[config.mk]
export PLATFORM = sky130hd
export DESIGN_NAME = qdac_ctrl
export DESIGN_NICKNAME = d
export VERILOG_FILES = /design/src/inc/qdac_pkg.sv /design/src/verilog/qdac_ctrl.sv /design/src/verilog/qdac_sync.sv
export SDC_FILE = /design/constraint.sdc
export NUM_CORES = 1
export LEC_CHECK = 0
export BUFFER_PORTS_ARGS = -buffer_cell sky130_fd_sc_hd__buf_2
export CORE_ASPECT_RATIO = 1.4
export CORE_UTILIZATION = 37
export CTS_CLUSTER_DIAMETER = 60
export DETAILED_ROUTE_END_ITERATION = 7
export GPL_TIMING_DRIVEN = 0
export SYNTH_ARGS = -nofsm -noshare
export SYNTH_HDL_FRONTEND = slang
export SYNTH_SLANG_ARGS = --single-unit
[constraint.sdc]
create_clock -name core_clk_i -period 4.82 [get_ports core_clk_i]
set_input_delay 0.241 -clock core_clk_i [delete_from_list [all_inputs] [get_ports core_clk_i]]
set_output_delay 0.241 -clock core_clk_i [all_outputs]
set_load 0.05 [all_outputs]
[src/inc/qdac_pkg.sv]
// Package of constants and types for the quad converter serial load control
package qdac_pkg;
    localparam int FRAME_BITS = 24;
    localparam int CODE_BITS = 16;
    localparam int NUM_CH = 4;
    localparam int CH_BITS = 2;
    localparam int BIT_CNT_BITS = 5;
    localparam logic [4:0] FRAME_LAST = 5'h17;
    // Cycles the power-on load waits for the select pin to clear its synchroniser
    localparam logic [1:0] POR_WAIT = 2'h2;
    // Frame layout: command [23:20], address [19:16], code [15:0]
    localparam int CMD_MSB = 23;
    localparam int CMD_LSB = 20;
    localparam int ADDR_MSB = 19;
    localparam int ADDR_LSB = 16;
    localparam logic [3:0] CMD_NOP = 4'h0;
    localparam logic [3:0] CMD_WRITE_INPUT = 4'h1;
    localparam logic [3:0] CMD_UPDATE_FROM_INPUT = 4'h2;
    localparam logic [3:0] CMD_WRITE_UPDATE = 4'h3;
    localparam logic [3:0] CMD_READBACK_SEL = 4'h9;
    localparam logic [15:0] CODE_ZERO = 16'h0000;
    localparam logic [15:0] CODE_MID = 16'h8000;
    localparam logic [15:0] CODE_MID_12 = 16'h0800;
    localparam logic [15:0] CODE_FULL_16 = 16'hFFFF;
    localparam logic [15:0] CODE_FULL_12 = 16'h0FFF;

    typedef enum logic [1:0] {
        QDAC_IDLE = 2'b00,
        QDAC_SHIFT = 2'b01,
        QDAC_DONE = 2'b10
    } qdac_state_t;
endpackage

[src/verilog/qdac_ctrl.sv]
// Quad converter serial load control: shift register, channel registers, load and reset
//
// Behaviour
// - Serial input is sampled on falling serial clock edges only while a frame is shifting.
// - Frame starts on sync low; next 24 falling edges fill shift register.
// - Serial output changes on rising edge; receiver samples on next falling edge.
// - Serial output serves readback and daisy chaining.
// - Load pulse low copies pending input registers to converter registers together.
// - Load pin works asynchronously (pin) and synchronously (held low during frame).
// - Reset input acts on its falling edge.
// - While reset is low, load pulses are ignored.
// - Reset loads input and converter registers with zero or midscale per select pin.
// - Power-on sets all channels to zero or midscale per select pin.
// - Codes are straight binary, 0 to 65535 or 0 to 4095.
`timescale 1ns/1ns
`default_nettype none
module qdac_ctrl #(
    parameter bit TWELVE_BIT = 1'b0
) (
    // Clock and reset
    input wire logic core_clk_i,
    input wire logic rst_i,
    // Serial link pins
    input wire logic serial_clk_i,
    input wire logic frame_sync_n_i,
    input wire logic serial_in_i,
    output logic serial_out_o,
    // Control pins
    input wire logic load_outputs_n_i,
    input wire logic reset_n_i,
    input wire logic reset_level_select_i,
    // Converter codes, straight binary
    output logic [63:0] dac_code_o,
    output logic [3:0] dac_update_o
);
    // ****************************************
    // Pin synchronisers
    // ****************************************
    logic sclk_rise, sclk_fall;
    logic sync_rise, sync_fall;
    logic serial_in_lvl, load_outputs_n_lvl, load_outputs_n_fall;
    logic rstn_lvl, rstn_rise, rstn_fall;
    logic rsel_lvl;

    qdac_sync u_sclk (.core_clk_i(core_clk_i), .rst_i(rst_i), .init_i(1'b0), .async_i(serial_clk_i),
        .level_o(), .rise_o(sclk_rise), .fall_o(sclk_fall));
    qdac_sync u_sync (.core_clk_i(core_clk_i), .rst_i(rst_i), .init_i(1'b1), .async_i(frame_sync_n_i),
        .level_o(), .rise_o(sync_rise), .fall_o(sync_fall));
    qdac_sync u_serial_in (.core_clk_i(core_clk_i), .rst_i(rst_i), .init_i(1'b0), .async_i(serial_in_i),
        .level_o(serial_in_lvl), .rise_o(), .fall_o());
    qdac_sync u_load_outputs_n (.core_clk_i(core_clk_i), .rst_i(rst_i), .init_i(1'b1), .async_i(load_outputs_n_i),
        .level_o(load_outputs_n_lvl), .rise_o(), .fall_o(load_outputs_n_fall));
    qdac_sync u_rstn (.core_clk_i(core_clk_i), .rst_i(rst_i), .init_i(1'b1), .async_i(reset_n_i),
        .level_o(rstn_lvl), .rise_o(rstn_rise), .fall_o(rstn_fall));
    qdac_sync u_rsel (.core_clk_i(core_clk_i), .rst_i(rst_i), .init_i(1'b0), .async_i(reset_level_select_i),
        .level_o(rsel_lvl), .rise_o(), .fall_o());

    // ****************************************
    // State
    // ****************************************
    typedef struct packed {
        qdac_pkg::qdac_state_t state;
        logic [4:0] bit_cnt;
        logic [23:0] shift;
        logic [23:0] out_shift;
        logic serial_out;
        logic [3:0][15:0] in_reg;
        logic [3:0][15:0] dac_reg;
        logic [3:0] pending;
        logic [3:0] upd;
        logic [3:0] rb_sel;
        logic por_done;
        logic [1:0] por_cnt;
    } qdac_st_t;

    qdac_st_t r_reg;
    qdac_st_t r_next;

    function automatic logic [15:0] qdac_reset_code(input logic sel);
        qdac_reset_code = sel ? (TWELVE_BIT ? qdac_pkg::CODE_MID_12 : qdac_pkg::CODE_MID) : qdac_pkg::CODE_ZERO;
    endfunction

    function automatic logic [15:0] qdac_clip(input logic [15:0] code);
        qdac_clip = TWELVE_BIT ? (code & qdac_pkg::CODE_FULL_12) : code;
    endfunction

    logic [3:0] cmd_w;
    logic [3:0] addr_w;
    logic [15:0] code_w;
    logic [23:0] frame_w;
    logic load_req;

    always_comb begin
        r_next = r_reg;
        r_next.upd = 4'h0;
        frame_w = {r_reg.shift[22:0], serial_in_lvl};
        cmd_w = frame_w[qdac_pkg::CMD_MSB:qdac_pkg::CMD_LSB];
        addr_w = frame_w[qdac_pkg::ADDR_MSB:qdac_pkg::ADDR_LSB];
        code_w = qdac_clip(frame_w[15:0]);
        load_req = 1'b0;

        // Power-on: select level caught after the synchronisers settle
        if (!r_reg.por_done) begin
            r_next.por_cnt = r_reg.por_cnt + 2'h1;
            if (r_reg.por_cnt == qdac_pkg::POR_WAIT) begin
                r_next.por_done = 1'b1;
                for (int i = 0; i < qdac_pkg::NUM_CH; i++) begin
                    r_next.in_reg[i] = qdac_reset_code(rsel_lvl);
                    r_next.dac_reg[i] = qdac_reset_code(rsel_lvl);
                end
                r_next.pending = 4'h0;
            end
        end else if (rstn_fall) begin
            for (int i = 0; i < qdac_pkg::NUM_CH; i++) begin
                r_next.in_reg[i] = qdac_reset_code(rsel_lvl);
                r_next.dac_reg[i] = qdac_reset_code(rsel_lvl);
            end
            r_next.pending = 4'h0;
            r_next.upd = 4'hF;
        end else begin
            // Load first, so a write landing in the same cycle stays pending
            if (load_outputs_n_fall && rstn_lvl) begin
                load_req = 1'b1;
            end
            if (sync_rise && r_reg.state == qdac_pkg::QDAC_DONE && !load_outputs_n_lvl && rstn_lvl) begin
                load_req = 1'b1;
            end
            if (sync_rise && r_reg.state == qdac_pkg::QDAC_DONE
                && r_reg.shift[qdac_pkg::CMD_MSB:qdac_pkg::CMD_LSB] == qdac_pkg::CMD_UPDATE_FROM_INPUT) begin
                load_req = 1'b1;
            end
            if (load_req) begin
                for (int i = 0; i < qdac_pkg::NUM_CH; i++) begin
                    if (r_reg.pending[i]) begin
                        r_next.dac_reg[i] = r_reg.in_reg[i];
                        r_next.pending[i] = 1'b0;
                        r_next.upd[i] = 1'b1;
                    end
                end
            end

            // Frame control
            case (r_reg.state)
                qdac_pkg::QDAC_IDLE: begin
                    if (sync_fall) begin
                        r_next.state = qdac_pkg::QDAC_SHIFT;
                        r_next.bit_cnt = 5'h00;
                    end
                end
                qdac_pkg::QDAC_SHIFT: begin
                    if (sync_rise) begin
                        r_next.state = qdac_pkg::QDAC_IDLE;
                    end else if (sclk_fall) begin
                        r_next.shift = frame_w;
                        r_next.bit_cnt = r_reg.bit_cnt + 5'h01;
                        if (r_reg.bit_cnt == qdac_pkg::FRAME_LAST) begin
                            r_next.state = qdac_pkg::QDAC_DONE;
                            case (cmd_w)
                                qdac_pkg::CMD_WRITE_INPUT, qdac_pkg::CMD_WRITE_UPDATE: begin
                                    for (int i = 0; i < qdac_pkg::NUM_CH; i++) begin
                                        if (addr_w[i]) begin
                                            r_next.in_reg[i] = code_w;
                                            r_next.pending[i] = 1'b1;
                                        end
                                    end
                                end
                                qdac_pkg::CMD_READBACK_SEL: r_next.rb_sel = addr_w;
                                default: ;
                            endcase
                        end
                    end
                end
                qdac_pkg::QDAC_DONE: begin
                    if (sync_rise) begin
                        r_next.state = qdac_pkg::QDAC_IDLE;
                    end
                end
                default: r_next.state = qdac_pkg::QDAC_IDLE;
            endcase

            // Serial output: chain the shifted frame, or readback after a select
            if (sync_fall) begin
                r_next.out_shift = r_reg.shift;
                for (int i = 0; i < qdac_pkg::NUM_CH; i++) begin
                    if (r_reg.rb_sel[i]) begin
                        r_next.out_shift = {8'h00, r_reg.in_reg[i]};
                    end
                end
                r_next.rb_sel = 4'h0;
            end else if (sclk_rise && r_reg.state == qdac_pkg::QDAC_SHIFT) begin
                r_next.serial_out = r_reg.out_shift[23];
                r_next.out_shift = {r_reg.out_shift[22:0], 1'b0};
            end

        end
    end

    always_ff @(posedge core_clk_i) begin
        if (rst_i) begin
            r_reg <= '0;
        end else begin
            r_reg <= r_next;
        end
    end

    assign serial_out_o = r_reg.serial_out;
    assign dac_update_o = r_reg.upd;
    generate
        for (genvar g = 0; g < 4; g++) begin : g_code
            assign dac_code_o[g*16 +: 16] = r_reg.dac_reg[g];
        end
    endgenerate

    // ****************************************
    // Checks
    // ****************************************
    a_reset_blocks_load: assert property (@(posedge core_clk_i) disable iff (rst_i)
        (r_reg.por_done && !rstn_lvl && !rstn_fall && !rstn_rise) |=> (r_reg.upd == 4'h0))
        else $error("load while reset low");
    a_reset_value: assert property (@(posedge core_clk_i) disable iff (rst_i)
        (r_reg.por_done && rstn_fall) |=> (r_reg.dac_reg[0] == qdac_reset_code($past(rsel_lvl))))
        else $error("reset code wrong");
    a_sdo_on_rise: assert property (@(posedge core_clk_i) disable iff (rst_i)
        $changed(r_reg.serial_out) |-> $past(sclk_rise))
        else $error("serial out moved off rising edge");
    a_frame_count: assert property (@(posedge core_clk_i) disable iff (rst_i)
        (r_reg.state == qdac_pkg::QDAC_DONE) |-> (r_reg.bit_cnt == 5'h18))
        else $error("frame length wrong");
    a_update_copies: assert property (@(posedge core_clk_i) disable iff (rst_i)
        r_reg.upd[1] && !$past(rstn_fall) |-> (r_reg.dac_reg[1] == $past(r_reg.in_reg[1])))
        else $error("update not from input register");
    a_shift_on_fall: assert property (@(posedge core_clk_i) disable iff (rst_i)
        (r_reg.por_done && !rstn_fall && sclk_fall && !sync_rise && r_reg.state == qdac_pkg::QDAC_SHIFT)
        |=> (r_reg.shift == {$past(r_reg.shift[22:0]), $past(serial_in_lvl)}))
        else $error("serial input not shifted on falling edge");
endmodule
`default_nettype wire

[src/verilog/qdac_sync.sv]
// Two-flop synchroniser with edge detection on the synchronised level
`timescale 1ns/1ns
`default_nettype none
module qdac_sync (
    // Clock and reset
    input wire logic core_clk_i,
    input wire logic rst_i,
    input wire logic init_i,
    // Asynchronous level in
    input wire logic async_i,
    // Synchronised level and edges
    output logic level_o,
    output logic rise_o,
    output logic fall_o
);
    typedef struct packed {
        logic meta;
        logic sync;
        logic prev;
    } qdac_sync_st_t;

    qdac_sync_st_t s_reg;
    qdac_sync_st_t s_next;

    always_comb begin
        s_next = s_reg;
        s_next.meta = async_i;
        s_next.sync = s_reg.meta;
        s_next.prev = s_reg.sync;
    end

    always_ff @(posedge core_clk_i) begin
        if (rst_i) begin
            s_reg <= {init_i, init_i, init_i};
        end else begin
            s_reg <= s_next;
        end
    end

    // Before the first full history the stored level is the init value
    assign level_o = s_reg.sync;
    assign rise_o = s_reg.sync & ~s_reg.prev;
    assign fall_o = ~s_reg.sync & s_reg.prev;
endmodule
`default_nettype wire

# Word-level counts from Yosys, hierarchy flattened
# Index checks and enable logic that the tools add are counted.
dict set report classes {
  add_sub_neg 2
  n_eq_ne 29
  muxes 58
  bitwise 16
  n_reduce_logical 31
}
# operator count
set op_table {}
lappend op_table {{$mux W64} 5}
lappend op_table {{$mux W132} 2}
lappend op_table {{$mux W16} 9}
lappend op_table {{$mux W136} 1}
lappend op_table {{$mux W24} 5}
lappend op_table {{$mux W72} 1}
lappend op_table {{$mux W4} 11}
lappend op_table {{$ne A3 B2 Y1 const B} 12}
lappend op_table {{$reduce_and A7 Y1} 5}
lappend op_table {{$mux W31} 1}
lappend op_table {{$mux W29} 1}
lappend op_table {{$mux W25} 1}
lappend op_table {{$reduce_and A3 Y1} 5}
lappend op_table {{$mux W1} 14}
lappend op_table {{$reduce_bool A2 Y1} 7}
lappend op_table {{$ne A3 B3 Y1 const B} 4}
lappend op_table {{$reduce_and A6 Y1} 2}
lappend op_table {{$not A1 Y1} 10}
lappend op_table {{$pmux W5 S2} 1}
lappend op_table {{$eq A4 B2 Y1 const B} 2}
lappend op_table {{$ne A2 B2 Y1 const B} 4}
lappend op_table {{$mux W7} 1}
lappend op_table {{$and A1 B1 Y1} 6}
lappend op_table {{$logic_and A1 B1 Y1} 6}
lappend op_table {{16 further kinds} 20}
dict set report totals {
  reg_bits 215
  in_bits 8
  out_inout_bits 69
  elab_cells 170
}

# Longest topological paths before layout
# Gate-level depths: netlist of run 1.
dict set report depth {
  depth_word 18
  mapped_depth 9
  ltp_nobuf 7
}

# Modules after synthesis
# A second synthesis of run 1 with hierarchy kept.
dict set report unflattened {
  hier_cells 976
  area_unflattened_um2 9768.1
}
# mod n_inst cells_each area_per_inst_um2
set modules_own_cells {}
lappend modules_own_cells {qdac_ctrl 1 928 9130.0}
lappend modules_own_cells {qdac_sync 6 8 106.4}

# Worst setup path after synthesis of run 1
# No wires, ideal clock.
dict set report synth_path {
  path_type {register to register}
  startpoint {reg r_reg[192] in the netlist's numbering}
  endpoint {reg r_reg[100] in the netlist's numbering}
  t_arrival_ps 1647
  t_required_ps 4703
  setup_slack_ps 3056
  stages_incl_launch_ff 7
  path_cell_list {dfxtp_1 ha_1 nand4_4 nor4_2 o22ai_1 buf_2 a22o_1}
}
dict set report synth_via {
  elab_chain_cells 3
}
# item line
set synth_rtl {}
lappend synth_rtl {{from (decl)} qdac_ctrl.sv:76} ;# qdac_st_t r_reg;
lappend synth_rtl {{from (signal assigned)} qdac_ctrl.sv:202} ;# r_reg <= r_next;
lappend synth_rtl {{$eq A5 B5 Y1} qdac_ctrl.sv:156} ;# if (r_reg.bit_cnt == qdac_pkg::FRAME_LAST) begin
lappend synth_rtl {{$ne A3 B2 Y1 (no source line)} n/a}
lappend synth_rtl {{$reduce_and A7 Y1 (no source line)} n/a}
# No other way between the ends.
# A chain may end at the register's enable or synchronous reset.

# Worst setup path in the final report of run 1
dict set report layout_path {
  startpoint {reg r_reg, in the netlist cmd_w[3]}
  endpoint {reg r_reg, in the netlist dac_code_o[54]}
}
dict set report layout_via {
  elab_chain_cells 7
}
# item line
set layout_rtl {}
lappend layout_rtl {{$eq A4 B2 Y1} qdac_ctrl.sv:129} ;# && r_reg.shift[qdac_pkg::CMD_MSB:qdac_pkg::CMD_LSB] == qdac_pkg::CMD_UPDATE_FROM_INPUT) begin
lappend layout_rtl {{$logic_and A1 B1 Y1} qdac_ctrl.sv:129}
lappend layout_rtl {{$mux W1} qdac_ctrl.sv:128} ;# if (sync_rise && r_reg.state == qdac_pkg::QDAC_DONE
lappend layout_rtl {{$mux W1} qdac_ctrl.sv:113} ;# end else if (rstn_fall) begin
lappend layout_rtl {{$mux W1} qdac_ctrl.sv:103} ;# if (!r_reg.por_done) begin
lappend layout_rtl {{$ne A3 B2 Y1 (no source line)} n/a}
lappend layout_rtl {{$reduce_and A3 Y1 (no source line)} n/a}
# No other way between the ends. The select of a mux whose other input is x is not followed.

==> key figures, run 1 <==
Flow run
  • Total of max-cap violations: 0

STA
  • Worst slew margin: 0.525
  • Tightest Pin Transition: 0.707 ns
  • Pins Over Slew Limit: 0
  • Fmax achieved: 458 MHz
  • Setup Skew: 0.0121 ns
  • Hold Vio Cnt, Final: 0
  • # setup viols final: 0
  • Period utilization: 0.453
  • Setup total negative slack: 0 ns
  • Final min period: 2.19 ns
  • RSZ-0062 raised after global routing: false

Die
  • Die W: 133 um
  • Initial Utilization: 0.378
  • # rows: 66
  • I/O pin cnt: 77
  • Core area: 23400 um^2
  • Die Ht: 185 um
  • Die Footprint: 24500 um^2

Logic synthesis
  • Compound-Gate Fraction of Synth Area: 0.223
  • Post-synthesis cell type count: 55
  • Largest family of logic cells by synthesized area: compound AO/OA/AOI/OAI gates
  • Multiplexer share of the synthesized area: 0.0365
  • Post-Syn Instances: 884
  • FF+latch count, synth: 215
  • Number of synthesized flops with an enable pin: 0
  • Synth warn: 0
  • Post-synth net total: 894
  • Post-synthesis sequential area ratio: 0.487
  • Synth Area in Simple Gates: 0.140
  • Top FF cell, synth: dfxtp_1
  • Synthesized area per cell: 10.0 um^2
  • Synth async-reset ratio: 0
  • Cell area after synthesis: 8840 um^2
  • Synthesized-area fraction occupied by adder cells: 0.00283
  • Synth Area in XOR/XNOR: 0.00496

Setup path
  • CP Max Fanout: 10
  • Worst reg-to-reg path cell count: 8
  • Reg2reg end: dac_code_o[54]$_SDFFE_PP0P_
  • Worst r2r src: cmd_w[3]$_SDFFE_PP0P_
  • Crit Path Category: flop to flop
  • R2R Setup Slk: 2.63 ns
  • CP required: 5.27 ns
  • Crit. End Element: flop
  • Crit start category: flop
  • Crit path arrival time: 2.64 ns

Final layout
  • Fillcell total: 2295
  • Final #Nets: 1000
  • P&R area growth vs syn: 17.8%
  • Fin cells: 1311
  • Most frequent cells in the layout: dfxtp_1 (215), a22o_1 (105), buf_2 (102)
  • Max FFs per register: 107
  • N_diodes: 0
  • Commonest non-fill, non-tap cell in the layout: dfxtp_1
  • Share of layout cells above drive strength 1: 0.271

Power and ir drop
  • Leak: 4.16 nW
  • Part of the power in registers: 0.441
  • Clock power frac: 0.420
  • Switch share: 0.274
  • Peak VDD IR: 0.000224 V
  • Comb pwr share: 0.140
  • Int Power: 3.07 mW
  • Net Sw Power: 1.16 mW
  • Pwr Density: 406 nW/um^2

Detailed routing
  • DR vias: 6791
  • Routed WL per cell: 17.3 um
  • WL final: 22700 um
  • 1st-pass router iterations: 5
  • Vias/cell: 5.18
  • Post-route ant nets: 0
  • Initial DRC count: 392
  • # DRC: 0

Clock tree
  • Reg clk slew, reported paths: 0.06 ns
  • Post-CTS setup repair buffer count: 0
  • Clock buffer depth: 3
  • CTS tree: done
  • CTS root buf: clkbuf_16
  • CTS H-Tree Depth: 1
  • Clock sink count: 215
  • TritonCTS buffer count: 22
  • Worst-Skew Late Latency: 0.51 ns

Outcome
  • Status: finished clean

Min path
  • Hold EP: dac_update_o[0]$_SDFF_PP0_
  • Worst min-delay path startpoint: rst_i
  • Hold depth: 3
  • Hold Crit Class: primary input to flop

Global route
  • First-pass GRT wire length: 35600 um
  • Total track usage: 0.186
  • Initial antenna violation count: 0
  • Largest net degree at the start of global routing: 16
  • GR Util met2: 0.336
  • Grt met1 use: 0.209
  • Global route overflow: 0
  • GRT Max-Usage Layer: met2
  • Number of global-route vias before repair: 6671
  • Met3 GRT Util: 0.0244

Placement
  • Detailed Place HPWL: 17000 um
  • IO buf count: 76
  • Routability cong.: 0.901
  • Post-Place Cells: 1266
==> how the worst max path moves through the flow <==
stage	start	end	cells past startpoint
floorplan	r_reg[192]$_SDFFE_PP0P_	r_reg[100]$_SDFFE_PP0P_	6
global placement	r_reg[0]$_SDFFE_PP0N_	r_reg[133]$_SDFFE_PP0P_	7
detailed placement	r_reg[0]$_SDFFE_PP0N_	r_reg[135]$_SDFFE_PP0P_	7
CTS	r_reg[0]$_SDFFE_PP0N_	r_reg[134]$_SDFFE_PP0P_	7
global route	cmd_w[3]$_SDFFE_PP0P_	dac_code_o[59]$_SDFFE_PP0P_	8
finish	cmd_w[3]$_SDFFE_PP0P_	dac_code_o[54]$_SDFFE_PP0P_	8
==> cells in the mapped netlist (4+ instances only) <==
| cell type | count | area, um^2 |
|---|---|---|
| nor2_1 | 59 | 221 |
| a21o_1 | 6 | 45.0 |
| and2_1 | 4 | 25.0 |
| nor2_2 | 4 | 25.0 |
| o21ai_0 | 15 | 75.1 |
| and3_1 | 4 | 25.0 |
| xnor2_1 | 4 | 35.0 |
| buf_6 | 7 | 78.8 |
| nand2_1 | 54 | 203 |
| a211oi_1 | 15 | 113 |
| nor4_2 | 4 | 50.1 |
| or2_2 | 17 | 106 |
| mux2_2 | 10 | 113 |
| clkbuf_1 | 25 | 93.8 |
| a31oi_1 | 4 | 25.0 |
| mux2i_1 | 21 | 210 |
| a21oi_2 | 5 | 43.8 |
| buf_2 | 26 | 130 |
| a22oi_1 | 15 | 113 |
| inv_1 | 15 | 56.3 |
| a2bb2oi_1 | 4 | 35.0 |
| dfxtp_1 | 215 | 4300 |
| a21oi_1 | 43 | 215 |
| nand3_1 | 4 | 20.0 |
| nor3_1 | 27 | 135 |
| buf_4 | 76 | 571 |
| a22o_1 | 105 | 920 |
| nand2b_1 | 17 | 106 |
| a221oi_1 | 20 | 175 |
| nor2b_1 | 15 | 93.8 |
| a32oi_1 | 11 | 96.3 |
==> cells by family after synthesis <==
group,after synthesis
DFF,215
AOI/OAI and AO/OA,256
muxes,31
xor gates and xnor gates,5
adders and majority gates,2
and+or+nand+nor,226
buffers and inverters,149
==> final cells by class <==
| cell class | instances | area (um^2) | area share |
|---|---|---|---|
| plain buffers | 134 | 873 | 0.0839 |
| clock buffers | 29 | 607 | 0.0583 |
| clock inverters | 10 | 145 | 0.0139 |
| inverters | 15 | 56.3 | 0.00541 |
| multi-input cells | 520 | 3600 | 0.346 |
| flip-flops and latches | 215 | 4300 | 0.413 |
| well taps | 306 | 383 | 0.0368 |
| repair buffers | 82 | 440 | 0.0423 |
==> timing repair <==
item	4_1_cts	5_1_grt
hold buffers	6	0
endpoints found under the hold margin	6	0
gates resized for setup	0	0
setup endpoints to repair	0	0
==> per-layer routing <==
layer,part of all wire,up-vias
met5,0,-
met4,0.057,0
met3,0.038,59
met2,0.50,169
met1,0.41,3212
li1,-,3351
==> power groups by stage <==
stage,registers (mW),logic [mW],clock network (mW)
after floorplan,1.89,0.447,0
after global routing,1.87,0.648,1.88
after CTS,1.86,0.592,1.80
final,1.86,0.590,1.77
after global placement,1.90,0.582,0
after detailed placement,1.90,0.586,0
==> per-stage QoR <==
stage | util | total power, mW | hold WS (ns) | worst slack [ns] | instance area [um^2]
2_1_floorplan | - | 2.34 | 0.345 | 3.06 | 8840
3_3_place_gp | 0.411 | 2.48 | 0.391 | 2.64 | 9600
3_5_place_dp | 0.411 | 2.49 | 0.393 | 2.63 | 9600
4_1_cts | 0.445 | 4.26 | 0.154 | 2.60 | 10400
5_1_grt | 0.445 | 4.40 | 0.206 | 2.50 | 10400
6_report | 0.445 | 4.23 | 0.164 | 2.63 | 10400
==> worst max-delay path, cell delays in order (launching register included) <==
cell and delay [ns]:
dfxtp_1 0.30, buf_4 0.18, nor4b_4 0.46, o22ai_2 0.24, nor2_1 0.18, and2_1 0.24, buf_2 0.20, buf_4 0.19
a22o_1 0.14
No activity file was read; power rests on OpenSTA's default activity.
==> inputs of run 2 (changes only) <==
==> constraint.sdc (replaced) <==
create_clock -name core_clk_i -period 1.95 [get_ports core_clk_i]
set_input_delay 0.0975 -clock core_clk_i [delete_from_list [all_inputs] [get_ports core_clk_i]]
set_output_delay 0.0975 -clock core_clk_i [all_outputs]
set_load 0.05 [all_outputs]
==> key figures, run 2 (same netlist as run 1, synthesis figures left out) <==
Outcome
  • Status: finished clean

Power and ir drop
  • Power Total: 10.7 mW (+150%)
  • Peak VDD IR: 0.000554 V (+150%)
  • Pwr Density: 983 nW/um^2 (+140%)
  • Leak: 4.37 nW (+5.0%)

Final layout
  • Final #Nets: 1023 (+2.3%)
  • Design area: 10900 um^2 (+4.5%)
  • Share of layout cells above drive strength 1: 0.318 (+0.0474)
  • P&R area growth vs syn: 23.2%
  • N_diodes: 0 (unchanged)
  • Most frequent cells in the layout: dfxtp_1 (215), a22o_1 (105), buf_4 (97)
  • Max FFs per register: 107 (unchanged)
  • Commonest non-fill, non-tap cell in the layout: dfxtp_1

Placement
  • Dpl cell area: 9600 um^2 (unchanged)
  • Detailed Place HPWL: 17000 um (unchanged)
  • Routability cong.: 0.901 (unchanged)
  • Dpl ws: -0.242 ns (-2.87 ns)
  • IO buf count: 76 (unchanged)

Min path
  • Hold Crit Class: primary input to flop

Clock tree
  • TritonCTS buffer count: 22 (unchanged)
  • CTS root buf: clkbuf_16
  • Clock buffer depth: 3 (unchanged)
  • Clock sink count: 215 (unchanged)
  • Worst-Skew Late Latency: 0.51 ns (about the same)
  • Reg clk slew, reported paths: 0.06 ns (about the same)
  • CTS tree: done
  • CTS H-Tree Depth: 1 (unchanged)

Global route
  • Met3 GRT Util: 0.0249 (+0.000547)
  • GRT Max-Usage Layer: met2
  • Initial antenna violation count: 0 (unchanged)
  • Total track usage: 0.188 (+0.00124)
  • First-pass GRT wire length: 35800 um (+0.54%)
  • Grt met1 use: 0.209 (+0.000513)
  • GR Util met2: 0.342 (+0.00547)
  • Number of global-route vias before repair: 6703 (+0.48%)
  • Global route overflow: 0 (unchanged)
  • Largest net degree at the start of global routing: 16 (unchanged)

Die
  • Core area: 23400 um^2 (unchanged)
  • Die W: 133 um (unchanged)
  • Die Footprint: 24500 um^2 (unchanged)
  • Die Ht: 185 um (unchanged)
  • # rows: 66 (unchanged)
  • Initial Utilization: 0.378 (unchanged)
  • I/O pin cnt: 77 (unchanged)

Detailed routing
  • Routed WL per cell: 17.3 um (-0.35%)
  • # DRC: 0 (unchanged)
  • WL final: 23100 um (+1.4%)
  • Vias/cell: 5.16 (-0.39%)
  • Post-route ant nets: 0 (unchanged)
  • Initial DRC count: 417 (+6.4%)
  • DR vias: 6883 (+1.4%)
  • 1st-pass router iterations: 5 (unchanged)

Setup path
  • Slowest stage delay, CP: 0.40 ns (-0.06 ns)
  • Crit path arrival time: 2.32 ns (-0.32 ns)
  • CP Max Fanout: 10 (unchanged)
  • Bufs and invs on worst path: 2 (-1)
  • Crit Path Category: flop to flop
  • Worst path slowest cell: dfxtp_1
  • Cell family with the largest share of critical-path delay: simple AND/OR/NAND/NOR gates
  • Crit start category: flop
  • CP required: 2.35 ns (-2.92 ns)
  • Crit-path cells: ha_4 > nand4_4 > buf_12 > nor4_2 > o22ai_2 > buf_2 > a22o_1
  • Crit. End Element: flop

STA
  • Final worst setup slack: 0.0349 ns (-2.60 ns)
  • RSZ-0062 raised after global routing: true
  • Min Hold Slack: 0.294 ns (+0.131 ns)
  • Final min period: 1.92 ns (-0.271 ns)
  • Setup Skew: 0.0106 ns (-0.00147 ns)
  • Pins Over Slew Limit: 0 (unchanged)
  • Worst slew margin: 0.537 (+0.0118)
  • Hold Vio Cnt, Final: 0 (unchanged)
  • Period utilization: 0.982 (+0.529)
  • Tightest Pin Transition: 0.695 ns (-0.0117 ns)
  • # setup viols final: 0 (unchanged)
  • Fmax achieved: 522 MHz (+14%)

Flow run
  • Total of max-cap violations: 0 (unchanged)
[run 2: changes by cell type in the layout (fill, tap and decap cells not counted), sizes merged]
cell         delta
clkbuf          +5
buf            +17
dlygate4sd3     +1
[run 2: where the power goes]
group          switching [mW]  internal (mW)
clock network            1.78           2.60
logic                    1.10          0.608
registers              0.0811           4.52
total                    2.96           7.74
[run 2: worst paths after layout]
| path | startpoint | endpoint | slack, ns | depth (start not counted) |
|---|---|---|---|---|
| worst max-delay path | r_reg[192]$_SDFFE_PP0P_ | r_reg[101]$_SDFFE_PP0P_ | 0.03 | 7 |
| worst max register to register | r_reg[192]$_SDFFE_PP0P_ | r_reg[101]$_SDFFE_PP0P_ | 0.03 | 7 |
| worst min register to register | u_rstn.s_next[1]$_SDFF_PP1_ | u_rstn.level_o$_SDFF_PP1_ | 0.41 | 1 |
| worst min-delay path | frame_sync_n_i | u_sync.s_next[1]$_SDFF_PP1_ | 0.29 | 3 |
[run 2: area by class of cell]
| cell class | instances | area, um^2 |
|---|---|---|
| sequential | 215 | 4300 |
| tap | 306 | 383 |
| inverter | 15 | 56.3 |
| clock buffer | 29 | 607 |
| timing repair buffer | 105 | 632 |
| fill | 2240 | 12500 |
| buffer | 134 | 955 |
| multi-input combinational | 520 | 3800 |
| clock inverter | 10 | 145 |
[run 2: worst reg2reg max path: cells and delay by family (launching register included)]
family	cells	cell delay [ns]
and+or+nand+nor	2	0.43
AOI/OAI and AO/OA	2	0.41
DFF	1	0.40
buffers and inverters	2	0.38
adders and majority gates	1	0.18
[run 2: stage by stage]
| step | util | cells | setup TNS, ns |
|---|---|---|---|
| floorplan | - | 884 | 0 |
| global placement | 0.411 | 1266 | -11.07 |
| detailed placement | 0.411 | 1266 | -12.87 |
| CTS | 0.454 | 1322 | -0.0922 |
| global route | 0.466 | 1334 | -0.385 |
| finish | 0.466 | 1334 | 0 |
[run 2: repair_timing]
action                     4_1_cts  5_1_grt
pin swaps                        4       13
setup buffers                   10       11
gates resized for setup         26       59
hold endpoints to repair        10        0
setup endpoints to repair      139      148
gates cloned                     0        1
hold buffers                     7        0
[run 2: per-layer routing]
layer  wire, um  share of wire
met2      11400           0.50
met5          0              0
met1       9350           0.41
met3        872          0.038
met4       1390          0.060
